## src/verilog/charger_pkg.sv

```systemverilog
// Shared constants, carriers and state type for the charger register bank
package charger_pkg;

  // Register offsets on the two-wire port
  localparam logic [7:0] CTRL_ADDR   = 8'h07;
  localparam logic [7:0] STATUS_ADDR = 8'h08;
  localparam logic [7:0] FAULT_ADDR  = 8'h09;

  localparam logic [7:0] CTRL_RESET = 8'h4B;

  // Control field positions
  localparam int CTRL_DETECT_BIT = 7;
  localparam int CTRL_HALF_BIT   = 6;
  localparam int CTRL_SWOFF_BIT  = 5;
  localparam int CTRL_CHG_EN_BIT = 1;
  localparam int CTRL_BAT_EN_BIT = 0;

  // Field encodings
  localparam logic [1:0] SRC_BOOST       = 2'h3;
  localparam logic [1:0] CHG_FAULT_NONE  = 2'h0;
  localparam logic [1:0] CHG_FAULT_INPUT = 2'h1;
  localparam logic [1:0] CHG_FAULT_THERM = 2'h2;
  localparam logic [1:0] CHG_FAULT_TIMER = 2'h3;

  // Bus slave address, value arbitrary
  localparam logic [6:0] BUS_DEV_ADDR = 7'h5A;
  localparam logic [3:0] BYTE_BITS    = 4'h8;
  localparam logic [3:0] LAST_TX_BIT  = 4'h7;

  typedef struct packed {
    logic [1:0] source_type;
    logic       boost_mode;
    logic [1:0] charge_phase;
    logic       input_voltage_regulation;
    logic       input_current_regulation;
    logic       power_good_flag;
    logic       thermal_regulation_flag;
    logic       min_system_regulation_flag;
  } core_status_s;

  typedef struct packed {
    logic watchdog_expired;
    logic boost_overload;
    logic bus_overvoltage;
    logic battery_too_low;
    logic input_fault;
    logic thermal_shutdown;
    logic timer_expired;
    logic battery_overvoltage;
    logic cold_buck;
    logic hot_buck;
    logic cold_boost;
    logic hot_boost;
  } core_fault_s;

  typedef enum logic [3:0] {
    S_IDLE, S_ADDR, S_ADDR_ACK, S_PTR, S_PTR_ACK,
    S_WDATA, S_WDATA_ACK, S_RDATA, S_RACK
  } bus_state_e;

endpackage : charger_pkg

```

## src/verilog/fault_latch.sv

```systemverilog
// Sticky fault field that clears to its live value on a host read
`timescale 1ns/100ps
`default_nettype none
module fault_latch #(
  parameter int W = 1
) (
  input  wire logic         sys_clk_i,
  input  wire logic         sys_rst_i,
  input  wire logic [W-1:0] fault_i,
  input  wire logic         clr_i,
  output logic      [W-1:0] q_o,
  output logic              new_o
);
  import charger_pkg::*;

  logic [W-1:0] q_q;
  logic         empty;
  logic         hit;

  assign empty = ~|q_q;
  assign hit   = |fault_i;

  // Clear reloads the live value, so a fault present at the read survives
  always_ff @(posedge sys_clk_i) begin
    if (sys_rst_i) begin
      q_q <= '0;
    end else if (clr_i) begin
      q_q <= fault_i;
    end else if (empty && hit) begin
      q_q <= fault_i;
    end
  end

  assign q_o   = q_q;
  // A fault landing in an empty latch is new even during a read clear
  assign new_o = empty & hit;

  AST_FAULT_HOLD : assert property (@(posedge sys_clk_i) disable iff (sys_rst_i)
    (!empty && !clr_i) |=> (q_q == $past(q_q)))
    else $error("latched fault changed without a read");

  AST_CLEAR_ON_READ : assert property (@(posedge sys_clk_i) disable iff (sys_rst_i)
    clr_i |=> (q_q == $past(fault_i)))
    else $error("read did not reload fault from live value");

endmodule : fault_latch
`default_nettype wire

```

## src/verilog/timer_rate_gate.sv

```systemverilog
// Passes safety timer ticks, dropping every other one when slowed
`timescale 1ns/100ps
`default_nettype none
module timer_rate_gate (
  input  wire logic sys_clk_i,
  input  wire logic sys_rst_i,
  input  wire logic tick_i,
  input  wire logic slow_i,
  output logic      tick_o
);
  import charger_pkg::*;

  logic skip_q;

  always_ff @(posedge sys_clk_i) begin
    if (sys_rst_i) begin
      skip_q <= 1'b0;
    end else if (tick_i && slow_i) begin
      skip_q <= ~skip_q;
    end
  end

  assign tick_o = tick_i & ~(slow_i & skip_q);

  AST_NORMAL_RATE : assert property (@(posedge sys_clk_i) disable iff (sys_rst_i)
    (tick_i && !slow_i) |-> tick_o)
    else $error("tick dropped at normal rate");

  AST_HALF_RATE : assert property (@(posedge sys_clk_i) disable iff (sys_rst_i)
    (tick_i && slow_i && tick_o) ##1 !(tick_i && slow_i) ##1 (tick_i && slow_i) |-> !tick_o)
    else $error("two slowed ticks passed in a row");

endmodule : timer_rate_gate
`default_nettype wire

```

## src/verilog/charger_regs.sv

```systemverilog
// Control, status and latched-fault registers behind the two-wire serial port
`timescale 1ns/100ps
`default_nettype none
module charger_regs (
  input  wire logic                       sys_clk_i,
  input  wire logic                       sys_rst_i,
  input  wire logic                       scl_i,
  input  wire logic                       sda_i,
  output logic                            sda_o,
  output logic                            sda_oe_o,
  input  wire charger_pkg::core_status_s  status_i,
  input  wire charger_pkg::core_fault_s   fault_i,
  input  wire logic                       vbus_present_i,
  input  wire logic                       detect_done_i,
  input  wire logic                       timer_tick_i,
  output logic                            port_detect_req_o,
  output logic                            safety_timer_tick_o,
  output logic                            battery_switch_off_o,
  output logic                            int_o
);
  import charger_pkg::*;

  bus_state_e  state_q;
  logic [3:0]  bit_cnt_q;
  logic [7:0]  shift_q;
  logic [7:0]  tx_q;
  logic [7:0]  ptr_q;
  logic        rw_q;
  logic        mack_q;
  logic        scl_q;
  logic        sda_q;
  logic [7:0]  ctrl_q;
  logic        vbus_q;
  logic        int_q;
  logic        scl_rise;
  logic        scl_fall;
  logic        start_seen;
  logic        stop_seen;
  logic        wr_fire;
  logic        rd_load;
  logic        fault_clr;
  logic [7:0]  rd_data;
  logic [7:0]  status_byte;
  logic [7:0]  fault_byte;
  logic [1:0]  chg_code;
  logic        removal;
  logic        slow_timer;
  logic        cold_now;
  logic        hot_now;
  logic        wd_q, boost_q, bat_q, cold_q, hot_q;
  logic [1:0]  chg_q;
  logic        wd_new, boost_new, chg_new, bat_new, cold_new, hot_new;

  // Line sampling; pins arrive synchronous, only edges are derived
  always_ff @(posedge sys_clk_i) begin
    if (sys_rst_i) begin
      scl_q <= 1'b1;
      sda_q <= 1'b1;
    end else begin
      scl_q <= scl_i;
      sda_q <= sda_i;
    end
  end

  assign scl_rise   = scl_i & ~scl_q;
  assign scl_fall   = ~scl_i & scl_q;
  assign start_seen = scl_i & scl_q & sda_q & ~sda_i;
  assign stop_seen  = scl_i & scl_q & ~sda_q & sda_i;

  assign wr_fire   = scl_fall && (state_q == S_WDATA) && (bit_cnt_q == BYTE_BITS);
  assign rd_load   = scl_fall && (((state_q == S_ADDR_ACK) && rw_q) || ((state_q == S_RACK) && mack_q));
  // Clear happens when the byte is captured for sending, one read per clear
  assign fault_clr = rd_load && (ptr_q == FAULT_ADDR);

  // Serial slave sequencing: address, pointer, data with auto-increment
  always_ff @(posedge sys_clk_i) begin
    if (sys_rst_i) begin
      state_q   <= S_IDLE;
      bit_cnt_q <= 4'h0;
      shift_q   <= 8'h00;
      tx_q      <= 8'hFF;
      ptr_q     <= 8'h00;
      rw_q      <= 1'b0;
      mack_q    <= 1'b0;
    end else if (start_seen) begin
      state_q   <= S_ADDR;
      bit_cnt_q <= 4'h0;
      tx_q      <= 8'hFF;
    end else if (stop_seen) begin
      state_q <= S_IDLE;
      tx_q    <= 8'hFF;
    end else if (scl_rise) begin
      case (state_q)
        S_ADDR, S_PTR, S_WDATA: begin
          shift_q   <= {shift_q[6:0], sda_i};
          bit_cnt_q <= bit_cnt_q + 4'h1;
        end
        S_RACK: begin
          mack_q <= ~sda_i;
        end
        default: begin
        end
      endcase
    end else if (scl_fall) begin
      case (state_q)
        S_ADDR: begin
          if (bit_cnt_q == BYTE_BITS) begin
            if (shift_q[7:1] == BUS_DEV_ADDR) begin
              state_q <= S_ADDR_ACK;
              rw_q    <= shift_q[0];
            end else begin
              state_q <= S_IDLE;
            end
          end
        end
        S_PTR: begin
          if (bit_cnt_q == BYTE_BITS) begin
            state_q <= S_PTR_ACK;
            ptr_q   <= shift_q;
          end
        end
        S_WDATA: begin
          if (bit_cnt_q == BYTE_BITS) begin
            state_q <= S_WDATA_ACK;
            ptr_q   <= ptr_q + 8'h01;
          end
        end
        S_ADDR_ACK: begin
          bit_cnt_q <= 4'h0;
          if (rw_q) begin
            state_q <= S_RDATA;
            tx_q    <= rd_data;
            ptr_q   <= ptr_q + 8'h01;
          end else begin
            state_q <= S_PTR;
          end
        end
        S_PTR_ACK, S_WDATA_ACK: begin
          bit_cnt_q <= 4'h0;
          state_q   <= S_WDATA;
        end
        S_RDATA: begin
          bit_cnt_q <= bit_cnt_q + 4'h1;
          tx_q      <= {tx_q[6:0], 1'b1};
          if (bit_cnt_q == LAST_TX_BIT) begin
            state_q <= S_RACK;
          end
        end
        S_RACK: begin
          bit_cnt_q <= 4'h0;
          if (mack_q) begin
            state_q <= S_RDATA;
            tx_q    <= rd_data;
            ptr_q   <= ptr_q + 8'h01;
          end else begin
            state_q <= S_IDLE;
            tx_q    <= 8'hFF;
          end
        end
        default: begin
        end
      endcase
    end
  end

  // Open drain: only ever pulls low
  assign sda_o = 1'b0;
  always_comb begin
    case (state_q)
      S_ADDR_ACK, S_PTR_ACK, S_WDATA_ACK: sda_oe_o = 1'b1;
      S_RDATA:                            sda_oe_o = ~tx_q[7];
      default:                            sda_oe_o = 1'b0;
    endcase
  end

  // Control register; a host write in the same cycle beats the self-clear
  always_ff @(posedge sys_clk_i) begin
    if (sys_rst_i) begin
      ctrl_q <= CTRL_RESET;
    end else if (wr_fire && (ptr_q == CTRL_ADDR)) begin
      ctrl_q <= shift_q;
    end else if (detect_done_i) begin
      ctrl_q[CTRL_DETECT_BIT] <= 1'b0;
    end
  end

  // Request stays pending until input power shows up
  assign port_detect_req_o    = ctrl_q[CTRL_DETECT_BIT] & vbus_present_i;
  assign battery_switch_off_o = ctrl_q[CTRL_SWOFF_BIT];

  assign slow_timer = ctrl_q[CTRL_HALF_BIT] & (status_i.input_voltage_regulation |
                      status_i.input_current_regulation | status_i.thermal_regulation_flag);

  timer_rate_gate u_rate (
    .sys_clk_i (sys_clk_i),
    .sys_rst_i (sys_rst_i),
    .tick_i    (timer_tick_i),
    .slow_i    (slow_timer),
    .tick_o    (safety_timer_tick_o)
  );

  // Live status view
  always_comb begin
    status_byte[7:6] = status_i.boost_mode ? SRC_BOOST : status_i.source_type;
    status_byte[5:4] = status_i.charge_phase;
    status_byte[3]   = status_i.input_voltage_regulation | status_i.input_current_regulation;
    status_byte[2]   = status_i.power_good_flag;
    status_byte[1]   = status_i.thermal_regulation_flag;
    status_byte[0]   = status_i.min_system_regulation_flag;
  end

  // Adapter removal edge, one cycle wide so the input code is posted once
  always_ff @(posedge sys_clk_i) begin
    if (sys_rst_i) begin
      vbus_q <= 1'b0;
    end else begin
      vbus_q <= vbus_present_i;
    end
  end

  assign removal = vbus_q & ~vbus_present_i;

  // Input fault outranks thermal, thermal outranks timer expiry
  always_comb begin
    if (removal || fault_i.input_fault) begin
      chg_code = CHG_FAULT_INPUT;
    end else if (fault_i.thermal_shutdown) begin
      chg_code = CHG_FAULT_THERM;
    end else if (fault_i.timer_expired) begin
      chg_code = CHG_FAULT_TIMER;
    end else begin
      chg_code = CHG_FAULT_NONE;
    end
  end

  assign cold_now = status_i.boost_mode ? fault_i.cold_boost : fault_i.cold_buck;
  assign hot_now  = status_i.boost_mode ? fault_i.hot_boost : fault_i.hot_buck;

  fault_latch #(.W(1)) u_wd (
    .sys_clk_i (sys_clk_i),
    .sys_rst_i (sys_rst_i),
    .fault_i   (fault_i.watchdog_expired),
    .clr_i     (fault_clr),
    .q_o       (wd_q),
    .new_o     (wd_new)
  );
  fault_latch #(.W(1)) u_boost (
    .sys_clk_i (sys_clk_i),
    .sys_rst_i (sys_rst_i),
    .fault_i   (fault_i.boost_overload | fault_i.bus_overvoltage | fault_i.battery_too_low),
    .clr_i     (fault_clr),
    .q_o       (boost_q),
    .new_o     (boost_new)
  );
  fault_latch #(.W(2)) u_chg (
    .sys_clk_i (sys_clk_i),
    .sys_rst_i (sys_rst_i),
    .fault_i   (chg_code),
    .clr_i     (fault_clr),
    .q_o       (chg_q),
    .new_o     (chg_new)
  );
  fault_latch #(.W(1)) u_bat (
    .sys_clk_i (sys_clk_i),
    .sys_rst_i (sys_rst_i),
    .fault_i   (fault_i.battery_overvoltage),
    .clr_i     (fault_clr),
    .q_o       (bat_q),
    .new_o     (bat_new)
  );
  fault_latch #(.W(1)) u_cold (
    .sys_clk_i (sys_clk_i),
    .sys_rst_i (sys_rst_i),
    .fault_i   (cold_now),
    .clr_i     (fault_clr),
    .q_o       (cold_q),
    .new_o     (cold_new)
  );
  fault_latch #(.W(1)) u_hot (
    .sys_clk_i (sys_clk_i),
    .sys_rst_i (sys_rst_i),
    .fault_i   (hot_now),
    .clr_i     (fault_clr),
    .q_o       (hot_q),
    .new_o     (hot_new)
  );

  assign fault_byte = {wd_q, boost_q, chg_q, bat_q, 1'b0, cold_q, hot_q};

  always_comb begin
    if (ptr_q == CTRL_ADDR) begin
      rd_data = ctrl_q;
    end else if (ptr_q == STATUS_ADDR) begin
      rd_data = status_byte;
    end else if (ptr_q == FAULT_ADDR) begin
      rd_data = fault_byte;
    end else begin
      rd_data = 8'h00;
    end
  end

  // One-cycle interrupt pulse on each newly latched fault; charge and battery faults only when their enable bits are set
  always_ff @(posedge sys_clk_i) begin
    if (sys_rst_i) begin
      int_q <= 1'b0;
    end else begin
      int_q <= wd_new | boost_new | cold_new | hot_new |
               (chg_new & ctrl_q[CTRL_CHG_EN_BIT]) |
               (bat_new & ctrl_q[CTRL_BAT_EN_BIT]);
    end
  end

  assign int_o = int_q;

  AST_CTRL_RESET : assert property (@(posedge sys_clk_i)
    sys_rst_i |=> (ctrl_q == CTRL_RESET))
    else $error("control register not at reset value");
  AST_DETECT_CLEAR : assert property (@(posedge sys_clk_i) disable iff (sys_rst_i)
    (detect_done_i && !wr_fire) |=> !port_detect_req_o)
    else $error("force detect not cleared after detection");
  AST_SWITCH_OFF : assert property (@(posedge sys_clk_i) disable iff (sys_rst_i)
    (wr_fire && (ptr_q == CTRL_ADDR)) |=> (battery_switch_off_o == $past(shift_q[CTRL_SWOFF_BIT])))
    else $error("battery switch off does not follow write");
  AST_CHG_INT : assert property (@(posedge sys_clk_i) disable iff (sys_rst_i)
    (chg_new && ctrl_q[CTRL_CHG_EN_BIT]) |=> int_o)
    else $error("enabled charge fault gave no interrupt");
  AST_BAT_INT : assert property (@(posedge sys_clk_i) disable iff (sys_rst_i)
    (bat_new && ctrl_q[CTRL_BAT_EN_BIT]) |=> int_o)
    else $error("enabled battery fault gave no interrupt");
  AST_INT_CAUSE : assert property (@(posedge sys_clk_i) disable iff (sys_rst_i)
    int_o |-> $past(wd_new | boost_new | cold_new | hot_new |
                    (chg_new & ctrl_q[CTRL_CHG_EN_BIT]) | (bat_new & ctrl_q[CTRL_BAT_EN_BIT])))
    else $error("interrupt without a new enabled fault");
  AST_REMOVAL_CODE : assert property (@(posedge sys_clk_i) disable iff (sys_rst_i)
    (removal && (chg_q == CHG_FAULT_NONE) && !fault_clr) |=> (chg_q == CHG_FAULT_INPUT))
    else $error("adapter removal did not post input fault");
  AST_STATUS_LOAD : assert property (@(posedge sys_clk_i) disable iff (sys_rst_i)
    (rd_load && (ptr_q == STATUS_ADDR) && !start_seen && !stop_seen) |=>
      (tx_q[3] == $past(status_i.input_voltage_regulation | status_i.input_current_regulation)))
    else $error("input limit status not reported");

endmodule : charger_regs
`default_nettype wire

```

## config.mk

```make
export PLATFORM = sky130hd
export DESIGN_NAME = charger_regs
export DESIGN_NICKNAME = d
export VERILOG_FILES = /design/src/verilog/charger_pkg.sv /design/src/verilog/fault_latch.sv /design/src/verilog/timer_rate_gate.sv /design/src/verilog/charger_regs.sv
export SDC_FILE = /design/constraint.sdc
export NUM_CORES = 1
export LEC_CHECK = 0
export ABC_AREA = 0
export BUFFER_PORTS_ARGS = -buffer_cell sky130_fd_sc_hd__clkbuf_2
export CAP_MARGIN = 20
export CORE_MARGIN = 2
export CORE_UTILIZATION = 40
export DETAILED_ROUTE_END_ITERATION = 8
export SLEW_MARGIN = 5
export SYNTH_ARGS = -nofsm -noshare
export SYNTH_HDL_FRONTEND = slang
export SYNTH_SLANG_ARGS = --single-unit
```

## constraint.sdc

```tcl
create_clock -name sys_clk_i -period 3.1 [get_ports sys_clk_i]
set_input_delay 0.775 -clock sys_clk_i [delete_from_list [all_inputs] [get_ports sys_clk_i]]
set_output_delay 0.775 -clock sys_clk_i [all_outputs]
set_load 0.005 [all_outputs]
```

---- Yosys cells after proc, flatten, opt, wreduce, memory -nomap -nowiden ----
Cells that the tools add are included.
storage, ports and cells
  register bits ........................... 54
  bits of input ports ..................... 29
  output and inout port bits .............. 6
  logic and storage cells ................. 189
cells by class
  add/subtract/negate cells ............... 2
  eq/ne operators ......................... 26
  mux-type cells .......................... 48
  bitwise logic cells ..................... 40
  reduce and logical (&&, ||, !) cells .... 52
operators by type and width
  kind                                            count
  2-to-1 mux 8 bit                                9
  case mux 8 bit (4 select lines)                 1
  2-to-1 mux 4 bit                                7
  case mux 4 bit (7 select lines)                 1
  case mux 8 bit (3 select lines)                 1
  AND reduction 7 bit                             3
  bitwise AND 1 bit                               20
  == test 4 x 3 -> 1 bit (second input constant)  5
  2-to-1 mux 1 bit                                18
  == test 8 x 4 -> 1 bit (second input constant)  2
  AND reduction 4 bit                             4
  nonzero test 2 bit                              8
  logical AND 1 bit                               14
  2-to-1 mux 2 bit                                7
  inequality test 4 bit (second input constant)   3
  inverter 1 bit                                  11
  inequality test 2 bit (second input constant)   5
  OR 1 bit                                        9
  AND reduction 9 bit                             1
  nonzero test 3 bit                              3
  nonzero test 9 bit                              1
  OR reduction 3 bit                              3
  adder 8 x 1 -> 8 bit (second input constant)    1
  == test 4 x 2 -> 1 bit (second input constant)  2
  17 further kinds                                29

---- Logic depth before layout (Yosys ltp) ----
Gate-level depths: netlist of the first run.
  depth in word-level cells ............... 9
  depth in mapped cells ................... 8
  depth with buffers taken out ............ 7

---- Cells and area by module ----
A second synthesis of the first run with hierarchy kept.
second synthesis, totals
  cells, all modules ...................... 381
  area total of the unflattened synthesis .. 3215.6 sq um
modules (own cells, without submodules)
  module                    instances  cells an instance  area an instance (sq um)  seq. area each (sq um)
  charger_regs              1          340                2854.0                    920.9
  fault_latch at u_bat ...  5          5                  42.5                      20.0
  fault_latch at u_chg      1          11                 95.1                      40.0
  timer_rate_gate           1          5                  53.8                      20.0

---- Worst setup path after synthesis of the first run ----
OpenSTA, ideal clock, no wires.
  path kind ............................... input port to flip-flop
  start ................................... input port scl_i
  end ..................................... register tx_q[1]
  setup time .............................. 0.122 ns
  arrival time ............................ 2.081 ns
  required time ........................... 2.978 ns
  setup slack ............................. 0.897 ns
  stages .................................. 5
  buffers on the path ..................... 0
  cells stage by stage .................... ha_1 > nand2_1 > nand2_1 > or3_1 > o32a_1
between the ends
  cells in the longest elaborated chain, start to end .. 4
  elaborated cells between the ends (all ways) .. 11
  classes of those cells .................. 9 x bitwise; 2 x reduce/logical
RTL lines
  item                                                      RTL line                                source
  start: declaration                                        charger_regs.sv:7                       input wire logic scl_i,
  bitwise AND 1 bit                                         charger_regs.sv:67, charger_regs.sv:68
  bitwise AND 1 bit, on equally long branches (2 in a row)  charger_regs.sv:67, charger_regs.sv:68
  OR reduction 3 bit (no line)                              --
  end signal: assignment                                    charger_regs.sv:132                     tx_q <= rd_data;
  end signal: assignment                                    charger_regs.sv:144                     tx_q <= {tx_q[6:0], 1'b1};
  end signal: assignment                                    charger_regs.sv:153                     tx_q <= rd_data;
  end: declaration                                          charger_regs.sv:26                      logic [7:0] tx_q;
Parallel ways exist; a longest one is shown, timed or not.
A chain may end at the register's enable or synchronous reset.

---- Final worst setup path of the first run ----
  start ................................... register state_q[2]
  end ..................................... register tx_q[4]
between the ends
  cells in the longest elaborated chain, start to end .. 3
  elaborated cells between the ends (all ways) .. 7
  classes of those cells .................. 4 x eq/ne; 1 x mux; 2 x reduce/logical
RTL lines
  item                                                                          RTL line             source
  start: declaration                                                            charger_regs.sv:23   bus_state_e state_q;
  start signal: assignment                                                      charger_regs.sv:78   state_q <= S_IDLE;
  start signal: assignment                                                      charger_regs.sv:86   state_q <= S_ADDR;
  start signal: assignment                                                      charger_regs.sv:90   state_q <= S_IDLE;
  == test 4 x 2 -> 1 bit (tied with other cells)                                charger_regs.sv:105  case (state_q)
  inequality test 2 bit (no line) / nonzero test 3 bit (equally long branches)  --
  AND reduction 4 bit (no line)                                                 --
Parallel ways exist; a longest one is shown, timed or not.

==> summary.txt, run 1 <==
Outcome = finished clean
Final Hold Violating Endpoints = 0
EDFF count, synth = 0
Worst Reg-to-Reg Cells = 5
Commonest non-fill, non-tap cell in the layout = dfxtp_1
Unrepaired setup endpoints after global routing = no
Largest net degree at the start of global routing = 33
Arr. time, crit path = 2.71 ns
Vias = 2694
Power share of the clock group = 0.329
WP data required = 3.30 ns
CP Max Fanout = 15
Placer Congestion = 0.867
Least-Margin Pin Slew = 0.867 ns
Initial antenna violation count = 0
Combinational power share = 0.073
Fmax = 398 MHz
Storage element area = 1080 µm²
GR Overflow Total = 0
Fillers = 757
Clk root buf = clkbuf_8
FF-to-FF Start = state_q[2]
Synthesized netlist cell count = 366
Post-CTS Setup Repair Bufs = 0
Sum Neg Setup Slack = 0 ns
Post-synth top flop = dfxtp_1
Crit path to = tx_q[4]
Initial DRT Pass Iterations = 4
Reg-to-reg slack, setup = 0.59 ns
Setup WS pre-CTS = 0.625 ns
Initial Utilization = 0.413
Psw = 0.295 mW
Row Count = 31
Internal power = 0.900 mW
Via density = 5.41
Share of flip-flops with an asynchronous set or reset = 0
Routed len/inst = 14.8 µm
Type of origin of the critical path = flop
Die area = 8250 µm²
Overall die height = 90.8 µm
Sw Ratio = 0.247
Area Growth Syn to Fin = 12.2%
Biggest area consumer among synthesized cells = dfxtp_1
Critical path startpoint = state_q[2]
Hold Buf Count CTS = 0
DRT antenna net count = 0
Sequential Power Share = 0.598
Port bufs = 33
Core area = 7290 µm²
Max Buffers Root-to-Sink = 2
Finish-stage setup viols = 0
PD cells = 353 nW/µm²
First-pass GRT wire length = 12.3 mm
Worst hold-check path type = flop to flop
Cts bufs inserted = 5
I/O pins = 35
Max Cap Violations = 0
Share of cells above drive strength 1 = 0.155
Clk sinks = 54
Synth Net Count = 403
R2R Path End = tx_q[4]
Global Route Usage Sum = 0.181
Mapped cell area = 3010 µm²
Area share of the largest cell type after synthesis = 0.359
Post-CTS Resized = 0
Post-route setup slack = 0.588 ns
Ant. Diodes = 0
Synthesized flop and latch total = 54
Synthesis warning total = 0
Clock slew at reported path FFs = 0.10 ns
HPWL Detailed = 5.46 mm
Setup CP Type = flop to flop
Leading post-synthesis cells by cell area = dfxtp_1 (36%), mux2i_1 (7.0%), a21oi_1 (4.6%)
Most frequent cells in the layout = dfxtp_1 (54), nand2_1 (37), nor2_1 (34)
Worst clock skew = 0.00469 ns
Multi-input logic area = 1780 µm²
Iteration-0 DRC Markers = 119
Sequential cell area fraction in the yosys report = 0.359
Skew-Pair Late Insertion Delay = 0.31 ns
Worst setup EP type = flop
Die width = 90.8 µm
Vias in the first global route = 2555
Max_slew headroom = 0.418
Tmin final = 2.51 ns
Synth cell types = 60
Final Max Slew Viols = 0
Final Net Count = 436
TritonCTS clock tree = yes
# DRC = 0
Drt total wl = 7.37 mm
H-tree Lvls = 2
Fin crit share = 0.810
Peak VDD IR = 210 µV
Mean post-synth cell area = 8.24 µm²
Lkg Pwr = 1.36 nW
-- power by group through the flow --
stage	clock, mW	sequential (mW)	combinational, mW
finish	0.393	0.714	0.0875
global route	0.439	0.716	0.0983
CTS	0.409	0.714	0.0880
detailed placement	0	0.730	0.0874
global placement	0	0.730	0.0866
floorplan	0	0.728	0.0504
-- flip-flops by register name, indices dropped and copies added, names as in the netlist, 2 cells and up --
| name | cells |
|---|---|
| shift_q | 8 |
| ptr_q | 8 |
| bit_cnt_q | 4 |
| ctrl_q | 8 |
| u_chg.q_o | 2 |
| state_q | 4 |
| tx_q | 8 |
-- metal layers --
metal,track usage,up-vias,routed length [µm]
li1,-,1393,-
met2,0.284,50,3430
met1,0.256,1242,3490
met4,0.0530,0,89
met5,0,-,0
met3,0.0301,9,360
-- through the flow --
step	hold slack, ns	total power, mW	area [µm²]	cells	util
6_report	0.479	1.19	3380	498	0.464
5_1_grt	0.509	1.25	3380	498	0.464
4_1_cts	0.481	1.21	3380	498	0.464
3_5_place_dp	0.460	0.818	3300	491	0.452
3_3_place_gp	0.450	0.817	3300	491	0.452
2_1_floorplan	0.436	0.779	3010	366	-
-- critical path, stage by stage (launching register included) --
cell	delay [ns]
dfxtp_1	0.63
nand2_1	0.23
nor2_2	0.39
o21ai_1	0.31
or3_1	0.48
o32a_1	0.36
-- Yosys cell counts, types with 4 or more instances --
cell type	number
xor2_1	5
nand3b_1	4
clkbuf_1	8
nand3_1	7
nand2_1	37
a21boi_0	4
nor2b_1	7
nand4_1	9
ha_1	8
nand2b_1	6
a211oi_1	5
or3_1	6
inv_1	18
and2_1	4
or3b_2	4
nor2_1	34
mux2i_1	21
o21ai_0	22
dfxtp_1	54
a21oi_1	28
buf_2	5
a221oi_1	5
nor3_1	5
a21o_1	7
-- kinds of logic (layout without fill, tap and decap cells) --
family,Yosys count,after routing,share of synthesized area
mux,21,21,0.0697
flops,54,54,0.359
simple gates,138,138,0.241
buf+inv,35,68,0.0494
fa+ha+maj,8,8,0.0332
xor+xnor,6,6,0.0174
other cells,1,1,0.00124
compound gates,103,103,0.229
-- worst min path at each step --
| stage | start | cells after the start | end | slack, ns |
|---|---|---|---|---|
| 6_report | u_cold.q_o | 2 | u_cold.q_o | 0.48 |
| 5_1_grt | tx_q[0] | 1 | tx_q[0] | 0.51 |
| 4_1_cts | u_cold.q_o | 2 | u_cold.q_o | 0.48 |
| 3_5_place_dp | ctrl_q[3] | 2 | ctrl_q[3] | 0.46 |
| 3_3_place_gp | tx_q[4] | 1 | tx_q[4] | 0.45 |
| 2_1_floorplan | ctrl_q[3] | 2 | ctrl_q[3] | 0.44 |
-- layout make-up --
class	instances	share of cell area
inverters	18	0.0200
repair buffers	43	0.0711
multi-input cells	277	0.528
flip-flops and latches	54	0.320
well taps	99	0.0366
clock buffers	5	0.0204
clock inverters	2	0.00444
Power figures use the tool's default switching activity.
==> run 2: changes to the inputs <==
clock period = 2.19 ns   (was 3.1 ns; I/O delays follow)
==> run 2 against run 1 <==
Clock skew increased by 0.0028 ns; sequential cell count unchanged; combinational power increased by 46%; register-to-register slack got worse by 0.48 ns; first-iteration DRC count increased by 55%; clock-buffer cell count unchanged; sequential power increased by 41%; global-route usage increased by 0.63 points; non-clock buffer count increased by 21; utilization increased by 2.4 points; routed wire length increased by 2.2%; worst setup slack got worse by 0.48 ns.
==> summary.txt, run 2 (same netlist as run 1, synthesis figures left out) <==
Metal3 WL = 251 µm
Vias = 2829
Fin crit share = 0.953
Overall Power = 1.73 mW
Iteration-0 DRC Markers = 185
Initial DRT Pass Iterations = 4
Routed wl met2 = 3.46 mm
Clock slew at reported path FFs = 0.11 ns
Global Route Usage Sum = 0.187
Max Cap Violations = 0
HPWL Detailed = 5.69 mm
Design Area, Final = 3550 µm²
Critical Path Max Stage Delay = 0.54 ns
Overall die height = 90.8 µm
Row Count = 31
Placer Congestion = 0.852
Largest net degree at the start of global routing = 33
Max Buffers Root-to-Sink = 2
H-tree Lvls = 2
Drt total wl = 7.53 mm
Unrepaired setup endpoints after global routing = yes
WP data required = 2.39 ns
Final Hold Violating Endpoints = 0
M1 wire length = 3.77 mm
Crit-path cells = or4_4, or3_4, buf_4, o21ai_0, a21oi_1, a221o_1
Fin Hold WS = 0.456 ns
First-pass GRT wire length = 12.7 mm
GR Overflow Total = 0
CP bufs+invs = 1
Clk sinks = 54
Commonest non-fill, non-tap cell in the layout = dfxtp_1
Most frequent cells in the layout = dfxtp_1 (53), nand2_1 (37), nor2_1 (34)
Core area = 7290 µm²
Final Max Slew Viols = 0
Area Growth Syn to Fin = 17.9%
Arr. time, crit path = 2.29 ns
DRT antenna net count = 0
Ant. Diodes = 0
Worst clock skew = 0.00744 ns
Finish-stage setup viols = 0
Worst setup EP type = flop
Cell family with most CP delay = simple AND/OR/NAND/NOR gates
TritonCTS clock tree = yes
Peak VDD IR = 428 µV
PD cells = 486 nW/µm²
Via density = 5.44
Setup WS pre-CTS = 0.0646 ns
Die width = 90.8 µm
Lkg Pwr = 1.47 nW
Cell Area, Placed = 3450 µm²
Vias in the first global route = 2564
Top layer reached by signal wires = met4
I/O pins = 35
Outcome = finished clean
Cts bufs inserted = 5
Slowest-stage cell, CP = or4_4
Initial antenna violation count = 0
Hold Buf Count CTS = 0
Clk root buf = clkbuf_8
Type of origin of the critical path = flop
Skew-Pair Late Insertion Delay = 0.31 ns
Core Util, Final = 0.487
Post-route setup slack = 0.103 ns
Port bufs = 33
# DRC = 0
Worst hold-check path type = primary input to flop
Die area = 8250 µm²
CP Max Fanout = 9
Share of cells above drive strength 1 = 0.204
Setup CP Type = flop to flop
Tmin final = 2.09 ns
Initial Utilization = 0.413
Routed len/inst = 14.5 µm
Final Net Count = 457
Fmax = 479 MHz
run 2: layout make-up:
class | count | area, µm²
clock buffer | 5 | 68.8
clock inverter | 3 | 23.8
fill | 743 | 3740
inverter | 18 | 67.6
multi-input combinational | 277 | 1790
sequential | 54 | 1080
tap | 99 | 124
timing repair buffer | 64 | 398
run 2: power by group:
group	total, mW	internal (mW)	leakage (nW)	switching, mW
logic	0.128	0.0597	0.988	0.0685
clock network	0.588	0.230	0.0408	0.358
registers	1.01	0.999	0.440	0.0125
total	1.73	1.29	1.47	0.439
run 2: worst paths after layout:
check / start / to / slack [ns] / cells past startpoint
setup / recovery: ptr_q[4] / tx_q[3] / 0.10 / 6
hold / removal: vbus_present_i / vbus_q / 0.46 / 3
setup reg to reg: ptr_q[4] / tx_q[3] / 0.10 / 6
hold reg to reg: tx_q[4] / tx_q[4] / 0.48 / 1
run 2: per-stage QoR:
stage | cells | TNS (ns)
CTS | 520 | 0
global route | 520 | -0.00870
detailed placement | 512 | 0
floorplan | 366 | 0
global placement | 512 | 0
finish | 520 | 0
run 2: layer usage:
layer / vias to the layer above / global-route usage
met3: 5 / 0.0342
met5: - / 0
met4: 0 / 0.0391
met2: 53 / 0.282
met1: 1340 / 0.280
li1: 1431 / -
run 2: tightest hold or removal path, cell delays in order:
cell	delay, ns
clkbuf_2	0.08
inv_1	0.06
nor2_1	0.04
run 2: what timing repair did:
item / 4_1_cts / 5_1_grt
setup endpoints to repair: 0 / 5
gates resized for setup: 0 / 4
setup buffers: 0 / 0
==> run 3: changes to the inputs <==
clock period = 2.5 ns   (was 2.19 ns; I/O delays follow)
==> run 3 against run 2 <==
Register-to-register slack gained 0.099 ns; routed wire length grew 0.62%; sequential cell count is the same; clock skew grew 0.0046 ns; fmax shrank 9.2%; first-iteration DRC count shrank 22%; via count shrank 1.5%; clock power shrank 17%; clock-buffer cell count is the same; sequential power shrank 12%; utilization shrank 1.5 points; largest cell class unchanged.
==> summary.txt, run 3 (same netlist as run 1, synthesis figures left out) <==
Skew-Pair Late Insertion Delay = 0.31 ns
Unrepaired setup endpoints after global routing = no
Post-CTS Setup Repair Bufs = 0
Fillers = 765
Vias in the first global route = 2643
Least-Margin Pin Slew = 0.629 ns
Routed len/inst = 15.0 µm
H-tree Lvls = 2
Fmax = 435 MHz
Outcome = finished clean
Cts bufs inserted = 5
Post-route setup slack = 0.202 ns
Clk sinks = 54
PD cells = 430 nW/µm²
Max_slew headroom = 0.577
Worst setup EP type = flop
Worst clock skew = 0.0120 ns
Row Count = 31
Tmin final = 2.30 ns
Core area = 7290 µm²
Die width = 90.8 µm
Die area = 8250 µm²
Post-CTS Resized = 0
Commonest non-fill, non-tap cell in the layout = dfxtp_1
Crit-path cells = buf_4, nand3b_1, a21boi_0, nand4_1, a211o_1, a21oi_1
Largest net degree at the start of global routing = 33
GR Overflow Total = 0
Drt total wl = 7.58 mm
Clock slew at reported path FFs = 0.10 ns
Via density = 5.52
Worst hold-check path type = flop to flop
Placer Congestion = 0.881
Max Cap Violations = 0
Vias = 2786
Most frequent cells in the layout = dfxtp_1 (54), nand2_1 (37), nor2_1 (34)
Peak VDD IR = 249 µV
Share of cells above drive strength 1 = 0.170
WP data required = 2.74 ns
Iteration-0 DRC Markers = 145
First-pass GRT wire length = 12.8 mm
Setup WS pre-CTS = 0.0895 ns
Initial antenna violation count = 0
Sum Neg Setup Slack = 0 ns
Port bufs = 33
Fin crit share = 0.919
Type of origin of the critical path = flop
Initial DRT Pass Iterations = 5
TritonCTS clock tree = yes
Clk root buf = clkbuf_8
DRT antenna net count = 0
HPWL Detailed = 5.73 mm
Setup CP Type = flop to flop
Global Route Usage Sum = 0.187
Final Max Slew Viols = 0
Hold Buf Count CTS = 0
Critical Path Max Stage Delay = 0.60 ns
# DRC = 0
I/O pins = 35
Finish-stage setup viols = 0
CP Max Fanout = 13
Max Buffers Root-to-Sink = 2
Overall die height = 90.8 µm
Final Net Count = 443
Initial Utilization = 0.413
Slowest-stage cell, CP = dfxtp_1
Final Hold Violating Endpoints = 0
Lkg Pwr = 1.40 nW
Ant. Diodes = 0
Arr. time, crit path = 2.54 ns
Area Growth Syn to Fin = 14.3%
run 3: cell types whose count changed in the layout (fill, tap and decap cells not counted):
cell,delta
buf_12,+1
or3_1,+1
inv_6,-1
or3_4,-1
o21ai_0,+2
dfxtp_1,+1
dfxtp_2,-1
o21ai_1,-2
buf_4,-15
run 3: cell type report:
class / instances / area, µm² / share of cell area
multi-input combinational: 277 / 1780 / 0.518
sequential: 54 / 1080 / 0.314
timing repair buffer: 50 / 305 / 0.0886
tap: 99 / 124 / 0.0359
clock buffer: 5 / 68.8 / 0.0200
inverter: 18 / 67.6 / 0.0196
clock inverter: 2 / 15.0 / 0.00436
run 3: where the power goes:
group          total (mW)  internal, mW  switching, mW
logic               0.110        0.0504         0.0600
clock network       0.487         0.192          0.294
registers           0.886         0.875         0.0113
total                1.48          1.12          0.366
run 3: routing by layer:
layer / global-route usage / routed length (µm) / vias up
met2: 0.297 / 3490 / 58
met4: 0.0391 / 76 / 0
met5: 0 / 0 / -
met3: 0.0292 / 261 / 9
met1: 0.269 / 3750 / 1316
li1: - / - / 1403
run 3: stage by stage:
stage / power [mW] / util / cell area, µm² / instances / hold slack (ns)
after floorplan: 0.966 / - / 3010 / 366 / 0.436
after global placement: 1.02 / 0.461 / 3360 / 498 / 0.450
after detailed placement: 1.02 / 0.461 / 3360 / 498 / 0.462
after CTS: 1.50 / 0.473 / 3450 / 505 / 0.483
after global routing: 1.54 / 0.473 / 3450 / 505 / 0.503
final: 1.48 / 0.473 / 3450 / 505 / 0.481
run 3: final timing paths:
kind                    start           end  slack (ns)  depth (start not counted)
setup / recovery   state_q[1]  u_chg.q_o[1]        0.20                          6
setup reg to reg   state_q[1]  u_chg.q_o[1]        0.20                          6
hold reg to reg   u_boost.q_o   u_boost.q_o        0.48                          2
hold / removal    u_boost.q_o   u_boost.q_o        0.48                          2
run 3: worst max-delay path: cells and delay by family (launching register included):
kind,cells,cell delay [ns]
AND/OR/NAND/NOR,2,0.48
flip-flops,1,0.60
AO/OA/AOI/OAI,3,0.92
buffers and inverters,1,0.23
